===== src/logic/dps_pkg.sv =====
package dps_pkg;

	// ==========================================================
	// register bus
	localparam int ADDR_W = 20;
	localparam int IDX_W = 18;
	// register indices; the byte address is four times the index
	localparam logic [IDX_W-1:0] IDX_CMD = 18'h06040;
	localparam logic [IDX_W-1:0] IDX_STAT = 18'h06041;
	localparam logic [IDX_W-1:0] IDX_QS_CODE = 18'h0605A;
	localparam logic [IDX_W-1:0] IDX_MODE_REQ = 18'h06060;
	localparam logic [IDX_W-1:0] IDX_MODE_ACT = 18'h06061;
	localparam logic [IDX_W-1:0] IDX_IRQ_STAT = 18'h07000;
	localparam logic [IDX_W-1:0] IDX_IRQ_MASK = 18'h07001;
	localparam logic [1:0] RESP_OKAY = 2'h0;
	localparam logic [1:0] RESP_SLVERR = 2'h2;

	// ==========================================================
	// reset values
	localparam logic [15:0] CMD_RST = 16'h0000;
	localparam logic [15:0] QS_CODE_RST = 16'h0002;
	localparam logic [7:0] MODE_RST = 8'h00;
	localparam logic [2:0] IRQ_MASK_RST = 3'h0;

	// ==========================================================
	// command word bit positions
	localparam int CW_ON = 0;
	localparam int CW_EV = 1;
	localparam int CW_QS = 2;
	localparam int CW_EO = 3;
	localparam int CW_FR = 7;

	// command patterns over {b7,b3,b2,b1,b0}: care mask and value
	localparam logic [4:0] CARE_SHUT = 5'h17;
	localparam logic [4:0] VAL_SHUT = 5'h06;
	localparam logic [4:0] CARE_SWON = 5'h1F;
	localparam logic [4:0] VAL_SWON = 5'h07;
	localparam logic [4:0] CARE_DISV = 5'h12;
	localparam logic [4:0] VAL_DISV = 5'h00;
	localparam logic [4:0] CARE_QSTOP = 5'h16;
	localparam logic [4:0] VAL_QSTOP = 5'h02;
	localparam logic [4:0] CARE_ENOP = 5'h1F;
	localparam logic [4:0] VAL_ENOP = 5'h0F;
	localparam logic [4:0] CARE_ENQS = 5'h1B;
	localparam logic [4:0] VAL_ENQS = 5'h0B;

	// ==========================================================
	// report word codes (bits 6,5,3..0)
	localparam logic [15:0] SW_NOT_READY = 16'h0000;
	localparam logic [15:0] SW_SW_ON_DIS = 16'h0040;
	localparam logic [15:0] SW_READY = 16'h0021;
	localparam logic [15:0] SW_SWITCHED_ON = 16'h0023;
	localparam logic [15:0] SW_OP_EN = 16'h0027;
	localparam logic [15:0] SW_QSTOP = 16'h0007;
	localparam logic [15:0] SW_FAULT_REACT = 16'h000F;
	localparam logic [15:0] SW_FAULT = 16'h0008;

	// ==========================================================
	// quick stop reaction codes
	localparam logic [15:0] QS_IMMEDIATE = 16'h0000;
	localparam logic [15:0] QS_SLOW_OFF = 16'h0001;
	localparam logic [15:0] QS_QUICK_OFF = 16'h0002;
	localparam logic [15:0] QS_SLOW_HOLD = 16'h0005;
	localparam logic [15:0] QS_QUICK_HOLD = 16'h0006;

	// ==========================================================
	// interrupt status bits
	localparam int IRQ_W = 3;
	localparam int IRQ_STATE = 0;
	localparam int IRQ_QSTOP = 1;
	localparam int IRQ_FAULT = 2;

	// ==========================================================
	// braking ramp timing
	localparam int CLK_NS = 4;
	localparam int SLOW_RAMP_NS = 4000;
	localparam int QUICK_RAMP_NS = 1000;
	localparam int RAMP_W = 10;
	localparam logic [RAMP_W-1:0] SLOW_RAMP_CYC =
		RAMP_W'((SLOW_RAMP_NS + CLK_NS - 1) / CLK_NS);
	localparam logic [RAMP_W-1:0] QUICK_RAMP_CYC =
		RAMP_W'((QUICK_RAMP_NS + CLK_NS - 1) / CLK_NS);

	typedef enum logic [2:0] {
		S_NOT_READY, S_SW_ON_DIS, S_READY, S_SWITCHED_ON,
		S_OP_EN, S_QSTOP, S_FAULT_REACT, S_FAULT
	} dps_state_t;

	function automatic logic cmd_is(input logic [4:0] cw, input logic [4:0] care,
		input logic [4:0] val);
		return (cw & care) == val;
	endfunction

	function automatic logic [15:0] lane16(input logic [15:0] old, input logic [15:0] data,
		input logic [1:0] strb);
		return {strb[1] ? data[15:8] : old[15:8], strb[0] ? data[7:0] : old[7:0]};
	endfunction

endpackage


===== src/logic/dps_core.sv =====
`timescale 1ns/100ps
// How it works
// - beside the self-test, limit, fault and error pins, the host moves the state through the command word and reads it back only from the report word.
// - command word bits 7,3,2,1,0 decode into shutdown, switch on, disable voltage, quick stop, disable and enable operation.
// - bits marked don't-care for a command are masked out before the pattern is compared.
// - fault reset and the return from quick stop react to a rising edge of the command, not to its level.
// - from quick stop active, bits 3,1,0 set with bit 7 clear bring the drive back to operation enabled.
// - the report word carries the state in bits 6, 5 and 3..0 using the fixed eight codes.
// - once power-up self-test passes the machine moves to switch on disabled.
// - an unrecoverable error parks the machine in not ready to switch on for good.
// - the requested operating mode and the mode in effect are two separate registers, the latter read-only.
// - the requested operating mode may be written in any state.
// - quick stop code 0 stops at once and then drops to switch on disabled.
// - codes 1 and 2 brake on the slow or quick ramp and then drop to switch on disabled.
// - codes 5 and 6 brake and then hold quick stop active with power on, allowing a return.
// - an actuated limit switch in operation enabled also forces quick stop active.
module dps_core (
	// clock, reset, freeze
	input wire logic aclk,
	input wire logic aresetn,
	input wire logic ce,
	// axi4-lite write
	input wire logic [dps_pkg::ADDR_W-1:0] s_axi_awaddr,
	input wire logic s_axi_awvalid,
	output logic s_axi_awready,
	input wire logic [31:0] s_axi_wdata,
	input wire logic [3:0] s_axi_wstrb,
	input wire logic s_axi_wvalid,
	output logic s_axi_wready,
	output logic [1:0] s_axi_bresp,
	output logic s_axi_bvalid,
	input wire logic s_axi_bready,
	// axi4-lite read
	input wire logic [dps_pkg::ADDR_W-1:0] s_axi_araddr,
	input wire logic s_axi_arvalid,
	output logic s_axi_arready,
	output logic [31:0] s_axi_rdata,
	output logic [1:0] s_axi_rresp,
	output logic s_axi_rvalid,
	input wire logic s_axi_rready,
	// drive side
	input wire logic selftest_ok,
	input wire logic unrecoverable_err,
	input wire logic fault_req,
	input wire logic limit_hit,
	output logic power_enabled,
	output logic braking,
	output logic brake_quick_ramp,
	output logic irq
);
	import dps_pkg::*;

	// ==========================================================
	// registers
	logic [15:0] cmd_q;
	logic [15:0] cmd_prev_q;
	logic [15:0] qs_code_q;
	logic [7:0] mode_req_q;
	logic [7:0] mode_act_q;
	logic [IRQ_W-1:0] irq_stat_q;
	logic [IRQ_W-1:0] irq_stat_d;
	logic [IRQ_W-1:0] irq_mask_q;
	logic [IRQ_W-1:0] irq_mask_d;
	logic irq_q;
	logic dead_q;
	logic power_q;
	dps_state_t state_q;
	dps_state_t state_d;

	// ==========================================================
	// bus slave
	logic aw_hold_q;
	logic w_hold_q;
	logic [IDX_W-1:0] aw_idx_q;
	logic [31:0] w_data_q;
	logic [3:0] w_strb_q;
	logic bvalid_q;
	logic [1:0] bresp_q;
	logic rvalid_q;
	logic [31:0] rdata_q;
	logic [1:0] rresp_q;

	assign s_axi_awready = ce && !aw_hold_q && !bvalid_q;
	assign s_axi_wready = ce && !w_hold_q && !bvalid_q;
	assign s_axi_arready = ce && !rvalid_q;
	wire aw_take = s_axi_awvalid && s_axi_awready;
	wire w_take = s_axi_wvalid && s_axi_wready;
	wire ar_take = s_axi_arvalid && s_axi_arready;
	wire wr_fire = ce && aw_hold_q && w_hold_q && !bvalid_q;

	wire wr_cmd = wr_fire && (aw_idx_q == IDX_CMD);
	wire wr_qs = wr_fire && (aw_idx_q == IDX_QS_CODE);
	wire wr_mode = wr_fire && (aw_idx_q == IDX_MODE_REQ) && w_strb_q[0];
	wire wr_mask = wr_fire && (aw_idx_q == IDX_IRQ_MASK) && w_strb_q[0];
	wire wr_known = (aw_idx_q == IDX_CMD) || (aw_idx_q == IDX_STAT)
		|| (aw_idx_q == IDX_QS_CODE) || (aw_idx_q == IDX_MODE_REQ)
		|| (aw_idx_q == IDX_MODE_ACT) || (aw_idx_q == IDX_IRQ_STAT)
		|| (aw_idx_q == IDX_IRQ_MASK);

	wire [IDX_W-1:0] ar_idx = s_axi_araddr[ADDR_W-1:2];
	wire [15:0] status_word;
	wire rd_stat_clr = ar_take && (ar_idx == IDX_IRQ_STAT);
	wire rd_known = (ar_idx == IDX_CMD) || (ar_idx == IDX_STAT)
		|| (ar_idx == IDX_QS_CODE) || (ar_idx == IDX_MODE_REQ)
		|| (ar_idx == IDX_MODE_ACT) || (ar_idx == IDX_IRQ_STAT)
		|| (ar_idx == IDX_IRQ_MASK);
	wire [31:0] rd_mux =
		(ar_idx == IDX_CMD) ? {16'h0000, cmd_q} :
		(ar_idx == IDX_STAT) ? {16'h0000, status_word} :
		(ar_idx == IDX_QS_CODE) ? {16'h0000, qs_code_q} :
		(ar_idx == IDX_MODE_REQ) ? {24'h000000, mode_req_q} :
		(ar_idx == IDX_MODE_ACT) ? {24'h000000, mode_act_q} :
		(ar_idx == IDX_IRQ_STAT) ? {29'h00000000, irq_stat_q} :
		(ar_idx == IDX_IRQ_MASK) ? {29'h00000000, irq_mask_q} : 32'h00000000;

	always_ff @(posedge aclk) begin
		if (!aresetn) begin
			aw_hold_q <= 1'b0;
			w_hold_q <= 1'b0;
			aw_idx_q <= '0;
			w_data_q <= 32'h00000000;
			w_strb_q <= 4'h0;
			bvalid_q <= 1'b0;
			bresp_q <= RESP_OKAY;
		end else if (ce) begin
			if (aw_take) begin
				aw_hold_q <= 1'b1;
				aw_idx_q <= s_axi_awaddr[ADDR_W-1:2];
			end
			if (w_take) begin
				w_hold_q <= 1'b1;
				w_data_q <= s_axi_wdata;
				w_strb_q <= s_axi_wstrb;
			end
			if (wr_fire) begin
				aw_hold_q <= 1'b0;
				w_hold_q <= 1'b0;
				bvalid_q <= 1'b1;
				bresp_q <= wr_known ? RESP_OKAY : RESP_SLVERR;
			end else if (bvalid_q && s_axi_bready) begin
				bvalid_q <= 1'b0;
			end
		end
	end

	always_ff @(posedge aclk) begin
		if (!aresetn) begin
			rvalid_q <= 1'b0;
			rdata_q <= 32'h00000000;
			rresp_q <= RESP_OKAY;
		end else if (ce) begin
			if (ar_take) begin
				rvalid_q <= 1'b1;
				rdata_q <= rd_mux;
				rresp_q <= rd_known ? RESP_OKAY : RESP_SLVERR;
			end else if (rvalid_q && s_axi_rready) begin
				rvalid_q <= 1'b0;
			end
		end
	end

	assign s_axi_bvalid = bvalid_q;
	assign s_axi_bresp = bresp_q;
	assign s_axi_rvalid = rvalid_q;
	assign s_axi_rdata = rdata_q;
	assign s_axi_rresp = rresp_q;

	// ==========================================================
	// command decode; masking keeps don't-care bits out
	wire [4:0] cw = {cmd_q[CW_FR], cmd_q[CW_EO], cmd_q[CW_QS], cmd_q[CW_EV], cmd_q[CW_ON]};
	wire [4:0] cw_prev = {cmd_prev_q[CW_FR], cmd_prev_q[CW_EO], cmd_prev_q[CW_QS],
		cmd_prev_q[CW_EV], cmd_prev_q[CW_ON]};
	wire c_shut = cmd_is(cw, CARE_SHUT, VAL_SHUT);
	wire c_swon = cmd_is(cw, CARE_SWON, VAL_SWON);
	wire c_disv = cmd_is(cw, CARE_DISV, VAL_DISV);
	wire c_qstop = cmd_is(cw, CARE_QSTOP, VAL_QSTOP);
	wire c_enop = cmd_is(cw, CARE_ENOP, VAL_ENOP);
	// edge only: a held pattern cannot re-enter after a fresh quick stop
	wire enqs_rise = cmd_is(cw, CARE_ENQS, VAL_ENQS)
		&& !cmd_is(cw_prev, CARE_ENQS, VAL_ENQS);
	wire fr_rise = cw[4] && !cw_prev[4];

	wire qs_hold = (qs_code_q == QS_SLOW_HOLD) || (qs_code_q == QS_QUICK_HOLD);
	wire qs_slow = (qs_code_q == QS_SLOW_OFF) || (qs_code_q == QS_SLOW_HOLD);
	wire qs_imm = (qs_code_q == QS_IMMEDIATE);

	wire ramp_busy;
	wire ramp_done;
	wire ramp_quick;

	// ==========================================================
	// power state machine
	always_comb begin
		state_d = state_q;
		case (state_q)
			S_NOT_READY: begin
				if (selftest_ok)
					state_d = S_SW_ON_DIS;
			end
			S_SW_ON_DIS: begin
				if (c_shut)
					state_d = S_READY;
			end
			S_READY: begin
				if (c_disv || c_qstop)
					state_d = S_SW_ON_DIS;
				else if (c_swon)
					state_d = S_SWITCHED_ON;
			end
			S_SWITCHED_ON: begin
				if (c_disv || c_qstop)
					state_d = S_SW_ON_DIS;
				else if (c_shut)
					state_d = S_READY;
				else if (c_enop)
					state_d = S_OP_EN;
			end
			S_OP_EN: begin
				if (c_disv)
					state_d = S_SW_ON_DIS;
				else if (c_qstop || limit_hit)
					state_d = S_QSTOP;
				else if (c_shut)
					state_d = S_READY;
				else if (c_swon)
					state_d = S_SWITCHED_ON;
			end
			S_QSTOP: begin
				if (c_disv || qs_imm)
					state_d = S_SW_ON_DIS;
				else if (!qs_hold && ramp_done)
					state_d = S_SW_ON_DIS;
				else if (qs_hold && !ramp_busy && !ramp_done && enqs_rise)
					state_d = S_OP_EN;
			end
			S_FAULT_REACT: begin
				if (ramp_done)
					state_d = S_FAULT;
			end
			S_FAULT: begin
				if (fr_rise)
					state_d = S_SW_ON_DIS;
			end
			default: state_d = S_NOT_READY;
		endcase
		if (fault_req && (state_q != S_NOT_READY) && (state_q != S_FAULT_REACT)
			&& (state_q != S_FAULT))
			state_d = S_FAULT_REACT;
		if (dead_q || unrecoverable_err)
			state_d = S_NOT_READY;
	end

	wire entering = (state_d != state_q);
	wire ramp_start = entering && (((state_d == S_QSTOP) && !qs_imm)
		|| (state_d == S_FAULT_REACT));
	wire ramp_sel_quick = (state_d == S_FAULT_REACT) || !qs_slow;

	dps_ramp u_ramp (
		.aclk(aclk),
		.aresetn(aresetn),
		.ce(ce),
		.start(ramp_start),
		.quick(ramp_sel_quick),
		.busy(ramp_busy),
		.quick_sel(ramp_quick),
		.done(ramp_done)
	);

	assign status_word =
		(state_q == S_SW_ON_DIS) ? SW_SW_ON_DIS :
		(state_q == S_READY) ? SW_READY :
		(state_q == S_SWITCHED_ON) ? SW_SWITCHED_ON :
		(state_q == S_OP_EN) ? SW_OP_EN :
		(state_q == S_QSTOP) ? SW_QSTOP :
		(state_q == S_FAULT_REACT) ? SW_FAULT_REACT :
		(state_q == S_FAULT) ? SW_FAULT : SW_NOT_READY;

	// ==========================================================
	// interrupts: set beats read-clear
	wire [IRQ_W-1:0] irq_set = {
		entering && (state_d == S_FAULT_REACT || state_d == S_NOT_READY),
		entering && (state_d == S_QSTOP),
		entering};
	assign irq_stat_d = (irq_stat_q & ~{IRQ_W{rd_stat_clr}}) | irq_set;
	assign irq_mask_d = wr_mask ? w_data_q[IRQ_W-1:0] : irq_mask_q;

	always_ff @(posedge aclk) begin
		if (!aresetn) begin
			state_q <= S_NOT_READY;
			dead_q <= 1'b0;
			cmd_q <= CMD_RST;
			cmd_prev_q <= CMD_RST;
			qs_code_q <= QS_CODE_RST;
			mode_req_q <= MODE_RST;
			mode_act_q <= MODE_RST;
			irq_stat_q <= '0;
			irq_mask_q <= IRQ_MASK_RST;
			irq_q <= 1'b0;
			power_q <= 1'b0;
		end else if (ce) begin
			state_q <= state_d;
			dead_q <= dead_q || unrecoverable_err;
			cmd_prev_q <= cmd_q;
			if (wr_cmd)
				cmd_q <= lane16(cmd_q, w_data_q[15:0], w_strb_q[1:0]);
			if (wr_qs)
				qs_code_q <= lane16(qs_code_q, w_data_q[15:0], w_strb_q[1:0]);
			if (wr_mode)
				mode_req_q <= w_data_q[7:0];
			// mode switches only once braking is over
			if (!ramp_busy)
				mode_act_q <= mode_req_q;
			irq_stat_q <= irq_stat_d;
			irq_mask_q <= irq_mask_d;
			irq_q <= |(irq_stat_d & irq_mask_d);
			power_q <= (state_d == S_OP_EN) || (state_d == S_QSTOP && !qs_imm);
		end
	end

	assign power_enabled = power_q;
	assign braking = ramp_busy;
	assign brake_quick_ramp = ramp_quick;
	assign irq = irq_q;
endmodule


===== src/logic/dps_ramp.sv =====
`timescale 1ns/100ps
module dps_ramp (
	// clock and reset
	input wire logic aclk,
	input wire logic aresetn,
	input wire logic ce,
	// control
	input wire logic start,
	input wire logic quick,
	// status
	output logic busy,
	output logic quick_sel,
	output logic done
);
	import dps_pkg::*;

	logic [RAMP_W-1:0] cnt_q;
	logic busy_q;
	logic quick_q;
	logic done_q;
	wire last = busy_q && (cnt_q == '0);

	always_ff @(posedge aclk) begin
		if (!aresetn) begin
			cnt_q <= '0;
			busy_q <= 1'b0;
			quick_q <= 1'b0;
			done_q <= 1'b0;
		end else if (ce) begin
			done_q <= last;
			if (start) begin
				cnt_q <= (quick ? QUICK_RAMP_CYC : SLOW_RAMP_CYC) - RAMP_W'(1);
				busy_q <= 1'b1;
				quick_q <= quick;
			end else if (last) begin
				busy_q <= 1'b0;
			end else if (busy_q) begin
				cnt_q <= cnt_q - RAMP_W'(1);
			end
		end
	end

	assign busy = busy_q;
	assign quick_sel = quick_q;
	assign done = done_q;
endmodule


===== config.mk =====
export PLATFORM = sky130hd
export DESIGN_NAME = dps_core
export DESIGN_NICKNAME = d
export VERILOG_FILES = /design/src/logic/dps_pkg.sv /design/src/logic/dps_core.sv /design/src/logic/dps_ramp.sv
export SDC_FILE = /design/constraint.sdc
export NUM_CORES = 1
export LEC_CHECK = 0
export BUFFER_PORTS_ARGS = -buffer_cell sky130_fd_sc_hd__buf_2
export CAP_MARGIN = 40
export CORE_ASPECT_RATIO = 0.9
export CORE_MARGIN = 1
export CORE_UTILIZATION = 25
export CTS_BUF_LIST = sky130_fd_sc_hd__clkbuf_16
export CTS_CLUSTER_SIZE = 8
export DETAILED_ROUTE_END_ITERATION = 16
export GPL_ROUTABILITY_DRIVEN = 0
export PLACE_DENSITY = 0.52
export SYNTH_ARGS = -nofsm -noshare
export SYNTH_HDL_FRONTEND = slang
export SYNTH_SLANG_ARGS = --single-unit

===== constraint.sdc =====
create_clock -name aclk -period 8.5 [get_ports aclk]
set_clock_uncertainty 0.2 [all_clocks]
set_input_delay 1.7 -clock aclk [delete_from_list [all_inputs] [get_ports aclk]]
set_output_delay 1.7 -clock aclk [all_outputs]
set_load 0.05 [all_outputs]

---- After elaboration in Yosys (flattened, before gate mapping) ----
Cells that the tools add are included.
storage, ports and cells
  flip-flop bits (word level) ............. 157
  output and inout bits ................... 45
  bits of input ports ..................... 88
operators by class
  multiplexer cells ....................... 49
  eq/ne operators ......................... 37
  add/subtract/negate cells ............... 2
  bitwise logic cells ..................... 5
  reductions and logical operators ........ 97
operators with widths
  kind                                                                     count
  18-bit by 15-bit equality test with 1-bit output, second input constant  14
  3-bit 2-to-1 mux                                                         20
  16-bit 2-to-1 mux                                                        3
  10-bit 2-to-1 mux                                                        4
  1-bit logical AND                                                        34
  16-bit by 3-bit equality test with 1-bit output, second input constant   2
  3-bit one-hot mux with 8 select lines                                    1
  2-bit AND reduction                                                      12
  1-bit logical OR                                                         22
  3-bit equality test, second input constant                               7
  10-bit by 1-bit subtractor with 10-bit output, second input constant     2
  6-bit 2-to-1 mux                                                         3
  16-bit by 1-bit equality test with 1-bit output, second input constant   1
  16-bit zero test                                                         1
  8-bit 2-to-1 mux                                                         2
  3-bit AND reduction                                                      5
  4-bit by 3-bit equality test with 1-bit output, second input constant    3
  4-bit 2-to-1 mux                                                         3
  2-bit nonzero test                                                       6
  1-bit zero test                                                          11
  10-bit zero test                                                         1
  1-bit 2-to-1 mux                                                         10
  7-bit 2-to-1 mux                                                         1
  3-bit bitwise AND                                                        2
  15 further kinds                                                         20

---- Depth between registers and ports, before layout ----
Gate-level depths: netlist of run 1.
  word-level depth ........................ 17
  depth in mapped cells ................... 17
  mapped depth without buffers ............ 14

---- Modules after synthesis ----
A second synthesis of run 1 with hierarchy kept.
unflattened totals
  cells, all modules ...................... 779
  area, all modules ....................... 6760.2 µm²
by module, submodules not included
  module    area an instance (µm²)  times used  cells each
  dps_core  5948.2                  1           686
  dps_ramp  812.0                   1           93

---- Least setup slack after synthesis of run 1 ----
Ideal clock, no wire load.
  path type ............................... in2out
  from .................................... input port ce
  to ...................................... output port s_axi_awready
  path buffers ............................ 1
  arrival ................................. 2.735 ns
  path slack .............................. 3.865 ns
  cell stages on the path ................. 3
  required time ........................... 6.600 ns
  cells stage by stage .................... clkbuf_1 > nand2b_1 > nor2_1
between the ends
  cells in the longest elaborated chain, start to end .. 2
ends and longest elaborated chain
  item                            RTL line        source
  from (decl)                     dps_core.sv:21  input wire logic ce,
  1-bit logical AND (2 in a row)  dps_core.sv:83  assign s_axi_awready = ce && !aw_hold_q && !bvalid_q;
  to (decl)                       dps_core.sv:25  output logic s_axi_awready,
Every way passes these cells.

---- Final worst setup path of run 1 ----
  from .................................... input port ce
  to ...................................... output port s_axi_arready
between the ends
  cells in the longest elaborated chain, start to end .. 1
ends and longest elaborated chain
  item               RTL line        source
  1-bit logical AND  dps_core.sv:85  assign s_axi_arready = ce && !rvalid_q;
  to (decl)          dps_core.sv:36  output logic s_axi_arready,
Every way passes these cells.

==> metrics.cfg, run 1 <==
[status]
outcome=completed

[cells_and_area]
multiInputGateArea_sq_um=3420
layout.nets=936
drive_gt1_share_pct=16.8
diodes=0
area_delta_synth_final_pct=20.0
layout.area.seq_sq_um=2700
postLayoutCoreUtil_pct=30.6
num-fill-cells=2780

[detailed_routing]
drtAntennaViolNets=0
drt-total-wl_microns=18000
drc=0
dr.pass1.iters=5
vias_per_cell=4.73
wire_per_inst_microns=15.0
drt_iter0_markers=307
via_count=5677

[yosys]
ys_seq_area_share_pct=42.1
ys.flop_type=dfxtp_1
syn-cell-area_sq_um=6410
synth-edff-count=0
yosysTopAreaCellShare_pct=42.1
avgSynthCellArea_sq_um=8.30
synthTopCellsByCount=135 x dfxtp_1, 110 x nor2_1, 109 x nand2_1
netlist_instances=773
synth_area_leader_cell=dfxtp_1
yosys_warnings=0
synthArstFlopShare_pct=0
synthTopCellsByArea=dfxtp_1 42%, mux2i_1 11%, nor2_1 6.4%
synth_most_common_cell=dfxtp_1
synth_cell_types=77
synth-seq-cells=135

[timing]
period_share_pct=59.4
finalSetupViolCount=0
post-route-min-period_ps=5050
relSlewSlack_pct=46.1
rsz0062_at_grt=no
maxSlewViolCount=0
setup_tns_ps=0
setup_ws_ps=3450
timing.hold.ws_ps=251
hold_violations=0
fmaxAchievable_mhz=198
tightest_slew_ps=809

[setup_path]
critPathKind=primary input to output pin
critical_path.max_fanout=20
crit_required_ps=6600
path_cells=buf_2, inv_1, nor2_1, buf_2
end_kind=output pin
path_common_cell=buf_2
slowest_delay_ps=380
cp-start-kind=primary input
worst_ep_arrival_time_ps=3150
slowest_stage=buf_2

[clock_tree]
numCtsBuffers=17
cts_tree=built
htree_levels=4
postCtsResizedCells=0
post-cts-setup-buffer-count=0
path_clk_slew_ps=60
cts_sinks=135
cts_root_buffer=clkbuf_16
clockBufferDepth=2
clock_latency_ps=420
ctsHoldBuffers=0

[floorplanning]
core_area_sq_um=25200
row_count=55
start_util_pct=25.5
ios=133
die_area_sq_um=26300
die_h_microns=154
die_x_microns=171

[grt]
grt_overflow=0
grt_max_degree=82
grt_pass1_vias=5331
antenna_found_initial=0
grt_first_pass_wirelength_microns=29100
track_usage_pct=14.1

[pwr]
ir_drop_mv=0.150
p_leak_uw=0.00302
total_power_uw=1510
p_per_area_nw_per_um2=196

[hold_path]
hp-class=flip-flop to flip-flop

[place]
post-place-ws_ps=3410
dpl.hpwl_microns=12700
port-buffer-count=92

[run]
maxCapViolations=0

final timing paths:
| path | start | to | slack (ps) | depth (start not counted) |
|---|---|---|---|---|
| worst max-delay path | ce | s_axi_arready | 3450 | 4 |
| worst min-delay path | s_axi_rdata[0]$_SDFFE_PN0P_ | s_axi_rdata[0]$_SDFFE_PN0P_ | 250 | 2 |
| worst min register to register | s_axi_rdata[0]$_SDFFE_PN0P_ | s_axi_rdata[0]$_SDFFE_PN0P_ | 250 | 2 |
| worst max register to register | qs_code_q[12]$_SDFFE_PN0P_ | u_ramp.cnt_q[8]$_SDFFE_PN0P_ | 4220 | 13 |
placed cells by master, fill, tap and decap left out, drive strengths merged, types with 11 or more instances in the layout:
cell / instances
buf: 102
a221oi: 12
nor3: 31
nand2b: 12
dfxtp: 135
clkbuf: 17
nand2: 110
nand4: 11
a21oi: 63
o21ai: 21
mux2i: 68
inv: 17
conb: 18
nor2: 110
critical path: cells and delay by family:
family,cells,cell delay (ps)
AND/OR/NAND/NOR,1,360
buffers and inverters,3,1080
kinds of logic after synthesis:
kind of cell             share of synthesized area (%)
flip-flops                                        42.1
other                                           0.0585
XOR/XNOR                                         0.410
AO/OA/AOI/OAI                                     15.8
AND/OR/NAND/NOR                                   25.1
buffers and inverters                             5.62
adder cells (fa/ha/maj)                          0.195
multiplexers                                      10.6
per-stage QoR:
stage,area (sq um),std cells
after floorplan,6480,790
after CTS,7700,1201
after global routing,7700,1201
final,7700,1201
after global placement,7070,1162
after detailed placement,7150,1170
final cells by class:
type	instances	share of cell area (%)
well taps	342	5.56
repair buffers	102	7.18
clock inverters	14	1.63
clock buffers	17	5.53
flip-flops and latches	135	35.1
inverters	11	0.553
multi-input cells	580	44.4
flip-flops by register name, indices dropped and copies added (netlist names), 2 cells and up:
signal,flops
state_q,3
mode_req_q,8
w_strb_q,2
irq_mask_q,3
s_axi_rdata,16
cmd_q,16
qs_code_q,16
mode_act_q,8
aw_idx_q,18
irq_stat_q,3
w_data_q,16
cmd_prev_q,4
u_ramp.cnt_q,10
power by group:
part | leakage, uW | switching (uW) | total [uW] | internal, uW
combinational | 0.00166 | 102 | 143 | 41.1
clock | 0.000267 | 299 | 702 | 403
sequential | 0.00109 | 12.8 | 662 | 649
routing by layer:
metal,GRT usage (%),vias up,part of all wire [%],routed length (microns)
li1,-,2853,-,-
met1,19.0,2706,49,8870
met2,22.5,104,47,8380
met3,2.99,14,3.3,594
met4,3.83,0,0.97,174
met5,0,-,0,0
No activity file was read; power rests on OpenSTA's default activity.
==> run 2, diff against run 1 <==
clock period = 5.2 ns   (was 8.5 ns; I/O delays follow)
==> metrics.cfg, run 2 (synthesis gave the netlist of run 1 again) <==
[status]
outcome=completed

[pwr]
p_leak_uw=0.00303  ; +0.38%
power_frac_seq_pct=43.8  ; about the same
p_int_uw=1830  ; +67%
ir_drop_mv=0.223  ; +49%
pwr-share-comb_pct=9.5  ; about the same
p_switching_uw=644  ; +56%
p_sw_share_pct=26.1  ; -1.4 points
total_power_uw=2470  ; +64%
p_per_area_nw_per_um2=320  ; +63%
clkPwrFrac_pct=46.7  ; about the same

[clock_tree]
htree_levels=4  ; unchanged
clockBufferDepth=2  ; unchanged
post-cts-setup-buffer-count=0  ; unchanged
cts_tree=built
postCtsResizedCells=0  ; unchanged
path_clk_slew_ps=60  ; about the same
ctsHoldBuffers=0  ; unchanged
clock_latency_ps=420  ; about the same
numCtsBuffers=17  ; unchanged
cts_root_buffer=clkbuf_16
cts_sinks=135  ; unchanged

[setup_path]
cp-start-kind=flip-flop
end_kind=flip-flop
critPathKind=flip-flop to flip-flop
crit_required_ps=5310  ; -1290 ps
critical_path.max_fanout=10  ; -50%
worst_ep_arrival_time_ps=4360  ; +1210 ps

[cells_and_area]
num-fill-cells=2771  ; -0.32%
area_delta_synth_final_pct=20.4
largest_reg_flops=18  ; unchanged
drive_gt1_share_pct=16.8  ; +0.077 points
layout.nets=939  ; +0.32%
diodes=0  ; unchanged
final_cell_mix=135 x dfxtp_1, 110 x nor2_1, 109 x nand2_1
final_common_cell=dfxtp_1
top_register=aw_idx_q

[timing]
hold_violations=0  ; unchanged
fmaxAchievable_mhz=235
finalSetupViolCount=0  ; unchanged
post-route-min-period_ps=4250
maxSlewViolCount=0  ; unchanged
setup_tns_ps=0  ; unchanged
relSlewSlack_pct=46.3  ; +0.25 points
period_share_pct=81.7
tightest_slew_ps=804  ; -4.86 ps
rsz0062_at_grt=no

[grt]
grt_overflow=0  ; unchanged
track_usage_pct=14.5  ; +0.38 points
grt_max_degree=43  ; -48%
grt_pass1_vias=5557  ; +4.2%
grt_first_pass_wirelength_microns=30000  ; +3.0%
antenna_found_initial=0  ; unchanged

[hold_path]
hp-class=flip-flop to flip-flop

[run]
maxCapViolations=0  ; unchanged

[detailed_routing]
wire_per_inst_microns=14.9  ; -0.39%
drtAntennaViolNets=0  ; unchanged
via_count=5664  ; -0.23%
drt-total-wl_microns=18000  ; -0.22%
drt_iter0_markers=241  ; -21%
drc=0  ; unchanged
dr.pass1.iters=5  ; unchanged
vias_per_cell=4.71  ; -0.39%

[place]
port-buffer-count=92  ; unchanged
dpl.hpwl_microns=13000  ; +1.8%

[floorplanning]
start_util_pct=25.5  ; unchanged
core_area_sq_um=25200  ; unchanged
ios=133  ; unchanged
die_x_microns=171  ; unchanged
row_count=55  ; unchanged
die_h_microns=154  ; unchanged
die_area_sq_um=26300  ; unchanged

[run 2: area by class of cell]
type / count / area [sq um] / area share, %
clock buffer: 17 / 425 / 5.51
timing repair buffer: 105 / 568 / 7.36
multi-input combinational: 580 / 3420 / 44.3
clock inverter: 13 / 134 / 1.73
inverter: 11 / 42.5 / 0.551
tap: 342 / 428 / 5.54
sequential: 135 / 2700 / 35.0
[run 2: metrics by stage]
step / instances / cell area [sq um] / hold slack [ps] / util [%] / worst slack, ps
6_report: 1203 / 7720 / 252 / 30.7 / 950
5_1_grt: 1203 / 7720 / 278 / 30.7 / 658
4_1_cts: 1203 / 7720 / 256 / 30.7 / 928
3_5_place_dp: 1173 / 7160 / 247 / 28.4 / 832
3_3_place_gp: 1165 / 7090 / 239 / 28.2 / 847
2_1_floorplan: 790 / 6480 / 229 / - / 1320
[run 2: critical path: stages (launching register included)]
cell and delay [ps]:
dfxtp_1 340, nor4_1 390, nand4_1 440, or4_1 650
a31oi_1 350, and3_1 480, mux2i_1 240, ha_1 250
nand2_1 120, nor2_1 130, nand2_1 70, o21ai_0 140
nor2_1 60, o31a_1 280
[run 2: path summary, 6_finish.rpt]
| kind | start | to | slack [ps] | cells after the start |
|---|---|---|---|---|
| max | qs_code_q[12]$_SDFFE_PN0P_ | u_ramp.cnt_q[8]$_SDFFE_PN0P_ | 950 | 13 |
| min | aw_idx_q[10]$_SDFFE_PN0P_ | aw_idx_q[10]$_SDFFE_PN0P_ | 250 | 2 |
| max reg2reg | qs_code_q[12]$_SDFFE_PN0P_ | u_ramp.cnt_q[8]$_SDFFE_PN0P_ | 950 | 13 |
| min reg2reg | aw_idx_q[10]$_SDFFE_PN0P_ | aw_idx_q[10]$_SDFFE_PN0P_ | 250 | 2 |
[run 2: layer usage]
layer / GRT usage [%] / vias to the layer above / wire [microns]
met3: 2.55 / 22 / 503
met2: 23.2 / 115 / 8170
met1: 19.3 / 2669 / 8990
li1: - / 2858 / -
met5: 0 / - / 0
met4: 5.31 / 0 / 314
[run 2: power groups by stage]
stage	sequential [uW]	combinational (uW)	clock (uW)
3_5_place_dp	1100	236	0
4_1_cts	1080	236	1180
2_1_floorplan	1130	148	0
3_3_place_gp	1100	233	0
5_1_grt	1090	257	1230
6_report	1080	233	1150
